$ cat src/pkg/port_edge_regs.svh
// Register indices, field positions and reset values of the port block
`ifndef PORT_EDGE_REGS_SVH
`define PORT_EDGE_REGS_SVH

// Register indices; byte address is four times the index
`define IDX_WIDE_DIRECTION      6'h1a
`define IDX_WIDE_PULL_ENABLE    6'h1c
`define IDX_WIDE_POLARITY       6'h1d
`define IDX_WIDE_IRQ_ENABLE     6'h1e
`define IDX_WIDE_IRQ_FLAG       6'h1f
`define IDX_NARROW_DATA         6'h28
`define IDX_NARROW_PIN_INPUT    6'h29
`define IDX_NARROW_DIRECTION    6'h2a
`define IDX_NARROW_DRIVE        6'h2b
`define IDX_NARROW_PULL_ENABLE  6'h2c
`define IDX_NARROW_POLARITY     6'h2d

// Address field holding the index
`define ADDR_IDX_HI             7
`define ADDR_IDX_LO             2

// Narrow port occupies bits 7:6 of its registers
`define NARROW_HI               7
`define NARROW_LO               6

// Reset values
`define RST_BYTE                8'h00
`define RST_PAIR                2'h0
`define RST_WORD                32'h0000_0000

// AXI responses
`define RESP_OKAY               2'h0
`define RESP_SLVERR             2'h2

`endif

$ cat src/pkg/port_edge_pkg.sv
// Types shared by the port edge interrupt block
package port_edge_pkg;

    typedef logic [7:0] byte_t;
    typedef logic [1:0] pair_t;

    typedef struct packed {
        logic        awvalid;
        logic [7:0]  awaddr;
        logic        wvalid;
        logic [31:0] wdata;
        logic [3:0]  wstrb;
        logic        bready;
        logic        arvalid;
        logic [7:0]  araddr;
        logic        rready;
    } axil_req_s;

    typedef struct packed {
        logic        awready;
        logic        wready;
        logic        bvalid;
        logic [1:0]  bresp;
        logic        arready;
        logic        rvalid;
        logic [31:0] rdata;
        logic [1:0]  rresp;
    } axil_rsp_s;

    typedef struct packed {
        byte_t pull_up;
        byte_t pull_down;
    } wide_pad_s;

    typedef struct packed {
        pair_t pin_out;
        pair_t pin_oe_b;
        pair_t reduced_drive;
        pair_t pull_up;
        pair_t pull_down;
    } narrow_pad_s;

endpackage

$ cat src/rtl/port_pin_edge_irq_regs.sv
// Port edge interrupt and narrow port pad control with AXI4-Lite registers
`timescale 1ns/1ps
`default_nettype none
`include "port_edge_regs.svh"

module port_pin_edge_irq_regs
    import port_edge_pkg::*;
(
    input  wire logic        clk_i,
    input  wire logic        rst_b_i,
    input  wire axil_req_s   axil_req_i,
    output var  axil_rsp_s   axil_rsp_o,
    input  wire byte_t       wide_pin_i,
    input  wire pair_t       narrow_pin_i,
    output var  wide_pad_s   wide_pad_o,
    output var  narrow_pad_s narrow_pad_o,
    output var  logic        irq_o
);

    // ****************************************
    // Declarations
    // ****************************************
    byte_t       wide_direction;
    byte_t       wide_pull_enable;
    byte_t       wide_port_polarity_select;
    byte_t       wide_port_irq_enable;
    byte_t       wide_port_irq_flag;
    pair_t       narrow_port_data;
    pair_t       narrow_port_direction;
    pair_t       narrow_port_drive_strength;
    pair_t       narrow_port_pull_enable;
    pair_t       narrow_polarity;

    byte_t       wide_meta;
    byte_t       wide_sync;
    byte_t       wide_prev;
    pair_t       narrow_meta;
    pair_t       narrow_sync;

    byte_t       wide_rise;
    byte_t       wide_fall;
    byte_t       wide_edge;
    byte_t       flag_clear;

    logic        aw_held;
    logic [7:0]  aw_addr;
    logic        w_held;
    logic [31:0] w_data;
    logic [3:0]  w_strb;
    logic        wr_fire;
    logic [5:0]  wr_idx;
    logic        wr_lane;
    byte_t       wr_byte;
    logic        rd_fire;
    logic [5:0]  rd_idx;

    logic        aw_take;
    logic        w_take;
    logic        awready;
    logic        wready;
    logic        bvalid;
    logic [1:0]  bresp;
    logic        arready;
    logic        rvalid;
    logic [31:0] rdata;
    logic [1:0]  rresp;

    byte_t       next_rdata;
    byte_t       narrow_read;
    byte_t       narrow_pins;

    // ****************************************
    // Functions
    // ****************************************
    function automatic logic [5:0] addr_index(input logic [7:0] addr);
        addr_index = addr[`ADDR_IDX_HI:`ADDR_IDX_LO];
    endfunction

    function automatic logic is_mapped(input logic [5:0] idx);
        unique case (idx)
            `IDX_WIDE_DIRECTION,
            `IDX_WIDE_PULL_ENABLE,
            `IDX_WIDE_POLARITY,
            `IDX_WIDE_IRQ_ENABLE,
            `IDX_WIDE_IRQ_FLAG,
            `IDX_NARROW_DATA,
            `IDX_NARROW_PIN_INPUT,
            `IDX_NARROW_DIRECTION,
            `IDX_NARROW_DRIVE,
            `IDX_NARROW_PULL_ENABLE,
            `IDX_NARROW_POLARITY: is_mapped = 1'b1;
            default:              is_mapped = 1'b0;
        endcase
    endfunction

    function automatic byte_t place_pair(input pair_t p);
        place_pair = `RST_BYTE;
        place_pair[`NARROW_HI:`NARROW_LO] = p;
    endfunction

    // ****************************************
    // Input synchronisers
    // ****************************************
    always_ff @(posedge clk_i) begin
        if (!rst_b_i) begin
            wide_meta   <= `RST_BYTE;
            wide_sync   <= `RST_BYTE;
            wide_prev   <= `RST_BYTE;
            narrow_meta <= `RST_PAIR;
            narrow_sync <= `RST_PAIR;
        end else begin
            wide_meta   <= wide_pin_i;
            wide_sync   <= wide_meta;
            wide_prev   <= wide_sync;
            narrow_meta <= narrow_pin_i;
            narrow_sync <= narrow_meta;
        end
    end

    // ****************************************
    // Edge detection
    // ****************************************
    always_comb begin
        wide_rise = wide_sync & ~wide_prev;
        wide_fall = ~wide_sync & wide_prev;
        // Polarity picks which edge counts
        wide_edge = (wide_port_polarity_select & wide_rise)
                  | (~wide_port_polarity_select & wide_fall);
    end

    // ****************************************
    // AXI4-Lite write channel
    // ****************************************
    // A channel is taken only while its ready stands high
    assign aw_take = axil_req_i.awvalid && awready;
    assign w_take  = axil_req_i.wvalid && wready;
    assign wr_fire = aw_held && w_held && !bvalid;
    assign wr_idx  = addr_index(aw_addr);
    assign wr_lane = w_strb[0];
    assign wr_byte = w_data[7:0];

    always_ff @(posedge clk_i) begin
        if (!rst_b_i) begin
            aw_held <= 1'b0;
            aw_addr <= `RST_BYTE;
        end else if (aw_take) begin
            aw_held <= 1'b1;
            aw_addr <= axil_req_i.awaddr;
        end else if (wr_fire) begin
            aw_held <= 1'b0;
        end
    end

    always_ff @(posedge clk_i) begin
        if (!rst_b_i) begin
            w_held <= 1'b0;
            w_data <= `RST_WORD;
            w_strb <= 4'h0;
        end else if (w_take) begin
            w_held <= 1'b1;
            w_data <= axil_req_i.wdata;
            w_strb <= axil_req_i.wstrb;
        end else if (wr_fire) begin
            w_held <= 1'b0;
        end
    end

    always_ff @(posedge clk_i) begin
        if (!rst_b_i) begin
            awready <= 1'b0;
            wready  <= 1'b0;
        end else begin
            // Ready drops at a take and returns once the held word is used
            awready <= !aw_held && !aw_take;
            wready  <= !w_held && !w_take;
        end
    end

    always_ff @(posedge clk_i) begin
        if (!rst_b_i) begin
            bvalid <= 1'b0;
            bresp  <= `RESP_OKAY;
        end else if (wr_fire) begin
            bvalid <= 1'b1;
            bresp  <= is_mapped(wr_idx) ? `RESP_OKAY : `RESP_SLVERR;
        end else if (axil_req_i.bready) begin
            // Next write waits until this response is taken
            bvalid <= 1'b0;
        end
    end

    // ****************************************
    // Configuration registers
    // ****************************************
    always_ff @(posedge clk_i) begin
        if (!rst_b_i) begin
            wide_direction            <= `RST_BYTE;
            wide_pull_enable          <= `RST_BYTE;
            wide_port_polarity_select <= `RST_BYTE;
            wide_port_irq_enable      <= `RST_BYTE;
        end else if (wr_fire && wr_lane) begin
            unique case (wr_idx)
                `IDX_WIDE_DIRECTION:   wide_direction            <= wr_byte;
                `IDX_WIDE_PULL_ENABLE: wide_pull_enable          <= wr_byte;
                `IDX_WIDE_POLARITY:    wide_port_polarity_select <= wr_byte;
                `IDX_WIDE_IRQ_ENABLE:  wide_port_irq_enable      <= wr_byte;
                default: ;
            endcase
        end
    end

    always_ff @(posedge clk_i) begin
        if (!rst_b_i) begin
            narrow_port_data           <= `RST_PAIR;
            narrow_port_direction      <= `RST_PAIR;
            narrow_port_drive_strength <= `RST_PAIR;
            narrow_port_pull_enable    <= `RST_PAIR;
            narrow_polarity            <= `RST_PAIR;
        end else if (wr_fire && wr_lane) begin
            // Pin input register has no storage, so writes to it drop here
            unique case (wr_idx)
                `IDX_NARROW_DATA:
                    narrow_port_data <= wr_byte[`NARROW_HI:`NARROW_LO];
                `IDX_NARROW_DIRECTION:
                    narrow_port_direction <= wr_byte[`NARROW_HI:`NARROW_LO];
                `IDX_NARROW_DRIVE:
                    narrow_port_drive_strength <= wr_byte[`NARROW_HI:`NARROW_LO];
                `IDX_NARROW_PULL_ENABLE:
                    narrow_port_pull_enable <= wr_byte[`NARROW_HI:`NARROW_LO];
                `IDX_NARROW_POLARITY:
                    narrow_polarity <= wr_byte[`NARROW_HI:`NARROW_LO];
                default: ;
            endcase
        end
    end

    // ****************************************
    // Interrupt flags
    // ****************************************
    always_comb begin
        flag_clear = `RST_BYTE;
        if (wr_fire && wr_lane && wr_idx == `IDX_WIDE_IRQ_FLAG) begin
            flag_clear = wr_byte;
        end
    end

    always_ff @(posedge clk_i) begin
        if (!rst_b_i) begin
            wide_port_irq_flag <= `RST_BYTE;
        end else begin
            // A new edge wins over a clear in the same cycle
            wide_port_irq_flag <= (wide_port_irq_flag & ~flag_clear) | wide_edge;
        end
    end

    always_ff @(posedge clk_i) begin
        if (!rst_b_i) begin
            irq_o <= 1'b0;
        end else begin
            irq_o <= |(wide_port_irq_flag & wide_port_irq_enable);
        end
    end

    // ****************************************
    // Read channel
    // ****************************************
    assign rd_fire = axil_req_i.arvalid && arready;
    assign rd_idx  = addr_index(axil_req_i.araddr);

    always_comb begin
        narrow_pins = place_pair(narrow_sync);
        narrow_read = place_pair((narrow_port_direction & narrow_port_data)
                               | (~narrow_port_direction & narrow_sync));
    end

    always_comb begin
        next_rdata = `RST_BYTE;
        unique case (rd_idx)
            `IDX_WIDE_DIRECTION:     next_rdata = wide_direction;
            `IDX_WIDE_PULL_ENABLE:   next_rdata = wide_pull_enable;
            `IDX_WIDE_POLARITY:      next_rdata = wide_port_polarity_select;
            `IDX_WIDE_IRQ_ENABLE:    next_rdata = wide_port_irq_enable;
            `IDX_WIDE_IRQ_FLAG:      next_rdata = wide_port_irq_flag;
            `IDX_NARROW_DATA:        next_rdata = narrow_read;
            `IDX_NARROW_PIN_INPUT:   next_rdata = narrow_pins;
            `IDX_NARROW_DIRECTION:   next_rdata = place_pair(narrow_port_direction);
            `IDX_NARROW_DRIVE:       next_rdata = place_pair(narrow_port_drive_strength);
            `IDX_NARROW_PULL_ENABLE: next_rdata = place_pair(narrow_port_pull_enable);
            `IDX_NARROW_POLARITY:    next_rdata = place_pair(narrow_polarity);
            default:                 next_rdata = `RST_BYTE;
        endcase
    end

    always_ff @(posedge clk_i) begin
        if (!rst_b_i) begin
            arready <= 1'b0;
            rvalid  <= 1'b0;
            rdata   <= `RST_WORD;
            rresp   <= `RESP_OKAY;
        end else if (rd_fire) begin
            arready <= 1'b0;
            rvalid  <= 1'b1;
            rdata   <= {24'h00_0000, next_rdata};
            rresp   <= is_mapped(rd_idx) ? `RESP_OKAY : `RESP_SLVERR;
        end else if (rvalid) begin
            // Address stays refused until the data is taken
            if (axil_req_i.rready) begin
                rvalid <= 1'b0;
            end
        end else begin
            arready <= 1'b1;
        end
    end

    // ****************************************
    // Bus response outputs
    // ****************************************
    always_comb begin
        axil_rsp_o.awready = awready;
        axil_rsp_o.wready  = wready;
        axil_rsp_o.bvalid  = bvalid;
        axil_rsp_o.bresp   = bresp;
        axil_rsp_o.arready = arready;
        axil_rsp_o.rvalid  = rvalid;
        axil_rsp_o.rdata   = rdata;
        axil_rsp_o.rresp   = rresp;
    end

    // ****************************************
    // Pad control
    // ****************************************
    always_ff @(posedge clk_i) begin
        if (!rst_b_i) begin
            wide_pad_o <= '0;
        end else begin
            wide_pad_o.pull_up   <= wide_pull_enable & ~wide_direction
                                  & ~wide_port_polarity_select;
            wide_pad_o.pull_down <= wide_pull_enable & ~wide_direction
                                  & wide_port_polarity_select;
        end
    end

    always_ff @(posedge clk_i) begin
        if (!rst_b_i) begin
            narrow_pad_o.pin_out       <= `RST_PAIR;
            narrow_pad_o.pin_oe_b      <= ~`RST_PAIR;
            narrow_pad_o.reduced_drive <= `RST_PAIR;
            narrow_pad_o.pull_up       <= `RST_PAIR;
            narrow_pad_o.pull_down     <= `RST_PAIR;
        end else begin
            narrow_pad_o.pin_out       <= narrow_port_data;
            narrow_pad_o.pin_oe_b      <= ~narrow_port_direction;
            narrow_pad_o.reduced_drive <= narrow_port_drive_strength
                                        & narrow_port_direction;
            narrow_pad_o.pull_up       <= narrow_port_pull_enable & ~narrow_port_direction
                                        & ~narrow_polarity;
            narrow_pad_o.pull_down     <= narrow_port_pull_enable & ~narrow_port_direction
                                        & narrow_polarity;
        end
    end

endmodule

`default_nettype wire

$ cat config.mk
export PLATFORM = sky130hd
export DESIGN_NAME = port_pin_edge_irq_regs
export DESIGN_NICKNAME = d
export VERILOG_FILES = /design/src/pkg/port_edge_pkg.sv /design/src/rtl/port_pin_edge_irq_regs.sv
export VERILOG_INCLUDE_DIRS = /design/src /design/src/pkg
export SDC_FILE = /design/constraint.sdc
export NUM_CORES = 1
export LEC_CHECK = 0
export BUFFER_PORTS_ARGS = -buffer_cell sky130_fd_sc_hd__buf_2
export CORE_ASPECT_RATIO = 1.4
export CORE_UTILIZATION = 45
export DETAILED_ROUTE_END_ITERATION = 12
export HOLD_SLACK_MARGIN = 0.03
export PLACE_DENSITY_LB_ADDON = 0.25
export SYNTH_ARGS = -nofsm -noshare
export SYNTH_HDL_FRONTEND = slang
export SYNTH_SLANG_ARGS = --single-unit
$ cat constraint.sdc
create_clock -name clk_i -period 1.69 [get_ports clk_i]
set_input_delay 0.169 -clock clk_i [delete_from_list [all_inputs] [get_ports clk_i]]
set_output_delay 0.169 -clock clk_i [all_outputs]
set_load 0.05 [all_outputs]
==> results of run 1 <==
power groups by stage:
stage	sequential, uW	combinational (uW)	clock, uW
detailed placement	3420	456	0
global placement	3420	452	0
finish	3350	499	3820
CTS	3350	501	3890
floorplan	3410	394	0
global route	3360	542	4030
cells in the final DEF, fill, tap and decap left out, types with 3 or more instances in the layout:
master and n:
nand4_1 3, nor2_1 29, nand4b_1 3, o21ai_0 18, inv_1 20, conb_1 26, a21oi_1 37, buf_4 17
nor3_1 4, nor4b_1 9, mux2i_1 43, nor3b_1 5, and3_1 3, clkbuf_16 17, nand2_1 90, and2_1 30
a22oi_1 11, nor2b_1 4, mux4_2 7, nand3_1 9, buf_2 79, dlygate4sd3_1 25, nand2b_1 4, and4b_1 9
bufinv_16 4, dfxtp_1 136
worst max-delay path, delay by kind of cell, from the launching register on:
kind                   cells  cell delay [ns]
buffers and inverters      1             0.20
flip-flops                 1             0.41
multiplexers               1             0.13
AND/OR/NAND/NOR            3             0.70
per-layer routing:
layer	share of wire [%]	wire length, um	track usage (%)
met1	45	5070	24.0
met2	50	5600	31.5
met3	3.6	409	3.81
met4	1.9	214	7.49
met5	0	0	0
synthesized netlist by cell type (2+ instances only):
master    number  area [um^2]
o21ai_0       18         90.1
a32oi_1        2         17.5
a22oi_1       11         82.6
a21boi_0       2         15.0
nor4b_1        9         78.8
nand3_1        9         45.0
or3_1          2         12.5
buf_2          4         20.0
and3_1         3         18.8
a21oi_1       37          185
dfxtp_1      137         2740
nand4_1        3         18.8
mux4_2         7          158
mux2i_1       43          430
buf_4         33          248
mux2_2         2         22.5
and4_1         2         17.5
o22ai_1        2         12.5
nor3b_1        5         37.5
and4b_1        9         90.1
and2_1        30          188
nor3_1         4         20.0
nor2_1        29          109
nand2_1       90          338
clkbuf_1      17         63.8
nand4b_1       3         26.3
inv_1         20         75.1
nand2b_1       4         25.0
nor2b_1        4         25.0
worst max-delay path by stage:
stage,startpoint,end,slack [ns],cells past startpoint
6_report,aw_addr[6],wide_pull_enable[6],0.13,5
3_3_place_gp,axil_req_i[3],rdata[6],0.08,6
3_5_place_dp,axil_req_i[3],rdata[2],-0.01,6
2_1_floorplan,bvalid,wide_pull_enable[6],0.20,5
5_1_grt,aw_addr[6],wide_pull_enable[6],0.01,5
4_1_cts,w_held,wide_pull_enable[6],0.11,5
logic make-up (layout without fill, tap and decap cells):
logic type,after synthesis,after routing,share of synthesized area (%)
AND/OR/NAND/NOR,214,214,21.1
flip-flops,137,137,50.6
AO/OA/AOI/OAI,83,83,9.16
buffers and inverters,76,174,7.78
multiplexers,52,52,11.3
other,1,26,0.0692
area by class of cell:
type,count,area share (%)
Inverter,20,1.11
Multi-Input combinational cell,375,34.6
Clock inverter,11,2.53
Clock buffer,20,6.58
Timing Repair Buffer,123,12.0
Sequential cell,137,40.4
Tap cell,147,2.71
state kept, by name, indices dropped and copies added, names as in the netlist, 6 cells and up:
name                       cells
wide_pad_o                    16
narrow_pad_o                  10
rdata                          8
w_data                         8
wide_direction                 8
wide_meta                      8
wide_port_irq_enable           8
wide_port_irq_flag             8
wide_port_polarity_select      8
wide_prev                      8
wide_pull_enable               8
wide_sync                      8
aw_addr                        6
through the flow:
stage / instance area (um^2) / instances / utilization [%]
global placement: 5910 / 777 / 50.3
global route: 6780 / 833 / 57.7
CTS: 6780 / 833 / 57.7
finish: 6780 / 833 / 57.7
floorplan: 5510 / 588 / -
detailed placement: 5910 / 777 / 50.3
what timing repair did:
action	in CTS	in global routing
setup endpoints to repair	0	2
hold endpoints to repair	25	0
resized for setup	0	1
hold buffers	25	0
==> impl_metrics.tcl, run 1 <==
set metrics [dict create \
    core_um2 11800 \
    pwr-share-seq_pct 43.7 \
    p_sw_uw 1710 \
    finalSetupViolCount 0 \
    ys_async_sr_fraction_pct 0 \
    slowest_stage "dfxtp_1" \
    syn2layout_area_growth_pct 25.2 \
    regArea_um2 2740 \
    grt_max_degree 67 \
    numCtsBuffers 17 \
    place_ws_ns -0.0102 \
    routedWlPerCell_um 13.6 \
    path_clk_slew_ns 0.06 \
    hold_class "input port to flop" \
    routabilityCongestion 0.829 \
    grt-ovfl-total 0 \
    multi_input_area_um2 2350 \
    max_freq_mhz 641 \
    crit_path_max_incr_delay_ns 0.41 \
    drc_errors 0 \
    rsz0062_at_grt "false" \
    die_area_um2 12500 \
    total_power_uw 7670 \
    ys_ff_latch 137 \
    worstPathArrival_ns 1.85 \
    hold_ws_ns 0.0404 \
    grt_pass1_wl_um 18600 \
    port_buffers 79 \
    power_density_nw_per_um2 1130 \
    postRouteAntennaNets 0 \
    reg2reg_to "wide_pull_enable[6]" \
    ir_worst_vdd_mv 0.671 \
    cp_max_fo 8 \
    synth_edf_count 0 \
    status "finished, final reports clean" \
    fin_crit_ns 1.56 \
    cts_tree "done" \
    netlist_area_um2 5420 \
    final.setup_skew_ns 0.00710 \
    ys_warn_count 0 \
    p_clk_share_pct 49.8 \
    required_ns 1.97 \
    die_h_um 132 \
    vias 4204 \
    avgSynthCellArea_um2 9.63 \
    criticalPathCategory "flop to flop" \
    clk_latency_ns 0.41 \
    maxSlewHeadroom_pct 59.8 \
    tns_ns 0 \
    dp_hpwl_um 8160 \
    p_leak_uw 0.00284 \
    clock_sinks 137 \
    synth_cells 563 \
    drt_iter0_drc 240 \
    initial_core_util_pct 46.1 \
    p_comb_share_pct 6.5 \
    layout.nets 743 \
    track_usage_pct 19.0 \
    cts-htree-levels 4 \
    ios 137 \
    wl_um 11300 \
    min-delay-start "axil_req_i[18]" \
    cp-end-kind "flop" \
    synth_flop_cell "dfxtp_1" \
    slew_viol_final 0 \
    drtPass1Iterations 5 \
    grt_pass1_vias 3887 \
    sw_frac_of_total_pct 22.3 \
    viasPerCell 5.05 \
    period_share_pct 92.4 \
    hold_end "w_data[3]" \
    fp-row-count 47 \
    worst_slack_ns 0.129 \
    antenna_found_initial 0 \
    hold_viol_final 0 \
    yosysUniqueCellTypes 51 \
    antenna_cells 0 \
    hold_depth 3 \
    seq_area_frac_synth_pct 50.6 \
    cp-start-kind "flop" \
    drive_gt1_share_pct 20.6 \
    die_w_um 94.8 \
    post_cts_buffers 0 \
    r2r-start "aw_addr[6]" \
    clockBufferDepth 2 \
    clockRootBuffer "clkbuf_16" \
    tightest_slew_ns 0.602 \
    cap_violations 0 \
    r2r_cells 5 \
    fillCellCount 1070 \
    path_cells "nor2b_1, nand4_1, or3_1, buf_4, mux2i_1" \
    power.internal_uw 5960 \
    reg2reg_slack_ns 0.13 \
]
Note: power is estimated with default switching activity, not from simulation.
==> inputs of run 2 (changes only) <==
CORE_UTILIZATION = 53   (was 45)
==> impl_metrics.tcl, run 2 (synthesis gave the netlist of run 1 again) <==
set metrics [dict create \
    cp-startpoint "aw_addr[6]" \
    cts_resized 0 \
    p_leak_uw 0.00284 \
    tightest_slew_ns 0.603 \
    total_power_uw 7360 \
    regMostFlops "wide_pad_o" \
    power_density_nw_per_um2 1090 \
    tns_ns 0 \
    ir_worst_vdd_mv 0.659 \
    place_ws_ns 0.0362 \
    maxSlewHeadroom_pct 59.7 \
    finalSetupViolCount 0 \
    drive_gt1_share_pct 20.5 \
    rsz0062_at_grt "false" \
    reg2reg_to "wide_pull_enable[7]" \
    post-route-util_pct 68.0 \
    cts.hold.buffers_added 25 \
    clockBufferDepth 2 \
    grt_max_degree 84 \
    layout_common_cells "dfxtp_1 (137), nand2_1 (90), buf_2 (79)" \
    die_w_um 87.5 \
    cap_violations 0 \
    final.setup_skew_ns 0.00815 \
    hold_viol_final 0 \
    cts_tree "done" \
    ios 137 \
    largest_registers "wide_pad_o x16, narrow_pad_o x10" \
    slowest_stage "dfxtp_1" \
    r2r-start "aw_addr[6]" \
    cp_max_fo 8 \
    die_area_um2 10600 \
    crit_end "wide_pull_enable[7]" \
    criticalPathCategory "flop to flop" \
    drc_errors 0 \
    dp_hpwl_um 7890 \
    path_clk_slew_ns 0.05 \
    grt-ovfl-total 0 \
    fp-row-count 43 \
    required_ns 1.97 \
    postRouteAntennaNets 0 \
    post_cts_buffers 0 \
    drtPass1Iterations 6 \
    layout.nets 746 \
    layout_commonest_cell "dfxtp_1" \
    wl_um 11600 \
    status "finished, final reports clean" \
    cp-start-kind "flop" \
    r2r_cells 5 \
    slew_viol_final 0 \
    grt_pass1_wl_um 18700 \
    port_buffers 79 \
    numCtsBuffers 17 \
    crit_path_max_incr_delay_ns 0.41 \
    max_freq_mhz 646 \
    core_um2 9900 \
    hold_class "input port to flop" \
    antenna_found_initial 0 \
    viasPerCell 5.19 \
    die_h_um 122 \
    fin_crit_ns 1.55 \
    place_area_um2 5920 \
    clk_latency_ns 0.41 \
    track_usage_pct 22.8 \
    clockRootBuffer "clkbuf_16" \
    largest_register_ffs 16 \
    routabilityCongestion 0.867 \
    period_share_pct 91.6 \
    reg2reg_slack_ns 0.14 \
    vias 4280 \
    cts-htree-levels 4 \
    worstPathArrival_ns 1.83 \
    drt_iter0_drc 260 \
    initial_core_util_pct 54.8 \
    syn2layout_area_growth_pct 24.3 \
    grt_pass1_vias 4003 \
    antenna_cells 0 \
    routedWlPerCell_um 14.0 \
    cp-end-kind "flop" \
    clock_sinks 137 \
    path_cells "nor2b_1, nand4_1, or3_1, buf_4, mux2i_1" \
    fin_area_um2 6740 \
    worst_slack_ns 0.143 \
]
## run 2: per-layer routing
layer	global-route usage [%]	wire, um	vias to the layer above
met3	5.62	631	16
met2	39.5	5920	152
li1	-	-	2122
met5	0	0	-
met1	27.2	4830	1990
met4	8.09	173	0
## run 2: worst max-delay path: cells and delay by family (launching register included)
kind / cells / cell delay, ns
buf+inv: 1 / 0.20
flops: 1 / 0.41
mux: 1 / 0.12
simple gates: 3 / 0.68
## run 2: worst min-delay path by stage
stage               cells after the start             end            start
finish                                  3          rvalid    axil_req_i[0]
global route                            3      aw_addr[4]   axil_req_i[52]
CTS                                     3          rvalid    axil_req_i[0]
detailed placement                      2    wide_meta[6]    wide_pin_i[6]
global placement                        2    wide_meta[3]    wide_pin_i[3]
floorplan                               1  narrow_meta[0]  narrow_pin_i[0]
## run 2: cell type report
cell class | count | area, um^2
Multi-Input combinational cell | 375 | 2350
Clock buffer | 23 | 468
Timing Repair Buffer | 126 | 836
Sequential cell | 137 | 2740
Tap cell | 135 | 169
Fill cell | 838 | 3160
Clock inverter | 8 | 96.3
Inverter | 20 | 75.1
## run 2: per-stage QoR
stage | hold slack [ns] | std cells
final | 0.0443 | 824
after global routing | 0.0591 | 824
after CTS | 0.0370 | 824
after detailed placement | 0.379 | 768
after global placement | 0.375 | 768
after floorplan | 0.296 | 588
## run 2: power by group
part           switching [uW]  leakage, uW  internal (uW)
sequential               49.7      0.00111           3300
combinational             345      0.00145            170
clock                    1270     0.000277           2230
total                    1670      0.00284           5700
==> inputs of run 3 (changes only) <==
BUFFER_PORTS_ARGS = default   (was -buffer_cell sky130_fd_sc_hd__buf_2)
CORE_UTILIZATION = 55   (was 53)
DONT_BUFFER_PORTS = 1   (was default)
==> impl_metrics.tcl, run 3 (synthesis gave the netlist of run 1 again) <==
set metrics [dict create \
    grt_pass1_vias 3848 \
    grt_max_degree 83 \
    place_area_um2 5500 \
    path_clk_slew_ns 0.05 \
    fp-row-count 42 \
    cts_tree "done" \
    tns_ns 0 \
    cp-end-kind "flop" \
    antenna_cells 0 \
    grt-ovfl-total 0 \
    port_buffers 0 \
    cp-start-kind "flop" \
    finalSetupViolCount 0 \
    die_h_um 119 \
    largest_register_ffs 16 \
    slew_viol_final 0 \
    hold_class "input port to flop" \
    postRouteAntennaNets 0 \
    largest_registers "wide_pad_o x16, narrow_pad_o x10" \
    p_leak_uw 0.00252 \
    antenna_found_initial 0 \
    cap_violations 0 \
    die_area_um2 10300 \
    grt_pass1_wl_um 18800 \
    track_usage_pct 24.0 \
    fin_crit_ns 1.59 \
    numCtsBuffers 17 \
    ios 137 \
    fin_area_um2 6530 \
    die_w_um 85.9 \
    max_freq_mhz 627 \
    core_um2 9510 \
    clk_latency_ns 0.42 \
    maxSlewHeadroom_pct 60.6 \
    hold_viol_final 0 \
    required_ns 1.98 \
    drive_gt1_share_pct 11.6 \
    status "finished, final reports clean" \
    ir_worst_vdd_mv 0.719 \
    drc_errors 0 \
    final.setup_skew_ns 0.00811 \
    routedWlPerCell_um 15.1 \
    vias 4028 \
    cts-htree-levels 4 \
    regMostFlops "wide_pad_o" \
    viasPerCell 5.36 \
    syn2layout_area_growth_pct 20.5 \
    routabilityCongestion 0.856 \
    post_cts_buffers 0 \
    worstPathArrival_ns 1.89 \
    clockBufferDepth 2 \
    initial_core_util_pct 57.0 \
    criticalPathCategory "flop to flop" \
    clock_sinks 137 \
    tightest_slew_ns 0.591 \
    period_share_pct 94.4 \
    drt_iter0_drc 283 \
    power_density_nw_per_um2 1160 \
    drtPass1Iterations 4 \
    total_power_uw 7600 \
    clockRootBuffer "clkbuf_16" \
    layout_common_cells "dfxtp_1 (133), nand2_1 (90), mux2i_1 (43)" \
    layout_commonest_cell "dfxtp_1" \
    dp_hpwl_um 7370 \
    wl_um 11300 \
    layout.nets 677 \
    cp_max_fo 8 \
]
-- run 3: final cells by class --
cell class | count | area [um^2]
Sequential cell | 137 | 2750
Tap cell | 132 | 165
Inverter | 20 | 75.1
Clock buffer | 21 | 480
Timing Repair Buffer | 57 | 554
Multi-Input combinational cell | 375 | 2360
Clock inverter | 10 | 143
Fill cell | 737 | 2980
-- run 3: path summary, 6_finish.rpt --
kind	depth (start not counted)	from	to	slack (ns)
max	5	w_held	wide_pull_enable[1]	0.1
min	3	axil_req_i[7]	rdata[7]	0.06
max reg2reg	5	w_held	wide_pull_enable[1]	0.1
min reg2reg	1	wide_meta[1]	wide_sync[1]	0.43
-- run 3: repair_timing --
item | CTS | global route
hold buffers | 37 | 0
endpoints found under the setup margin | 0 | 23
endpoints found under the hold margin | 102 | 0
resized for setup | 0 | 9
-- run 3: power breakdown --
group	switching [uW]	total, uW	internal (uW)	leakage, uW
combinational	302	453	151	0.00112
clock	1320	3790	2470	0.000293
sequential	61.1	3360	3300	0.00111
-- run 3: routing by layer --
metal | up-vias | global-route usage [%] | wire length, um
met5 | - | 0 | 0
met1 | 1886 | 29.4 | 4840
met3 | 27 | 8.11 | 620
li1 | 1981 | - | -
met4 | 0 | 11.0 | 258
met2 | 134 | 37.7 | 5610
-- run 3: metrics by stage --
step / worst slack, ns / util [%] / hold slack [ns] / cells
2_1_floorplan: 0.203 / - / 0.296 / 588
3_3_place_gp: 0.143 / 57.8 / 0.274 / 684
3_5_place_dp: 0.102 / 57.8 / 0.279 / 684
4_1_cts: 0.0761 / 68.4 / 0.0315 / 752
5_1_grt: -0.0372 / 68.7 / 0.0613 / 752
6_report: 0.0950 / 68.7 / 0.0580 / 752
-- run 3: critical path, cell delays in order (launching register included) --
cell,delay (ns)
dfxtp_4,0.37
and4b_1,0.24
nand4_1,0.17
or3_1,0.40
buf_6,0.16
mux2i_1,0.13
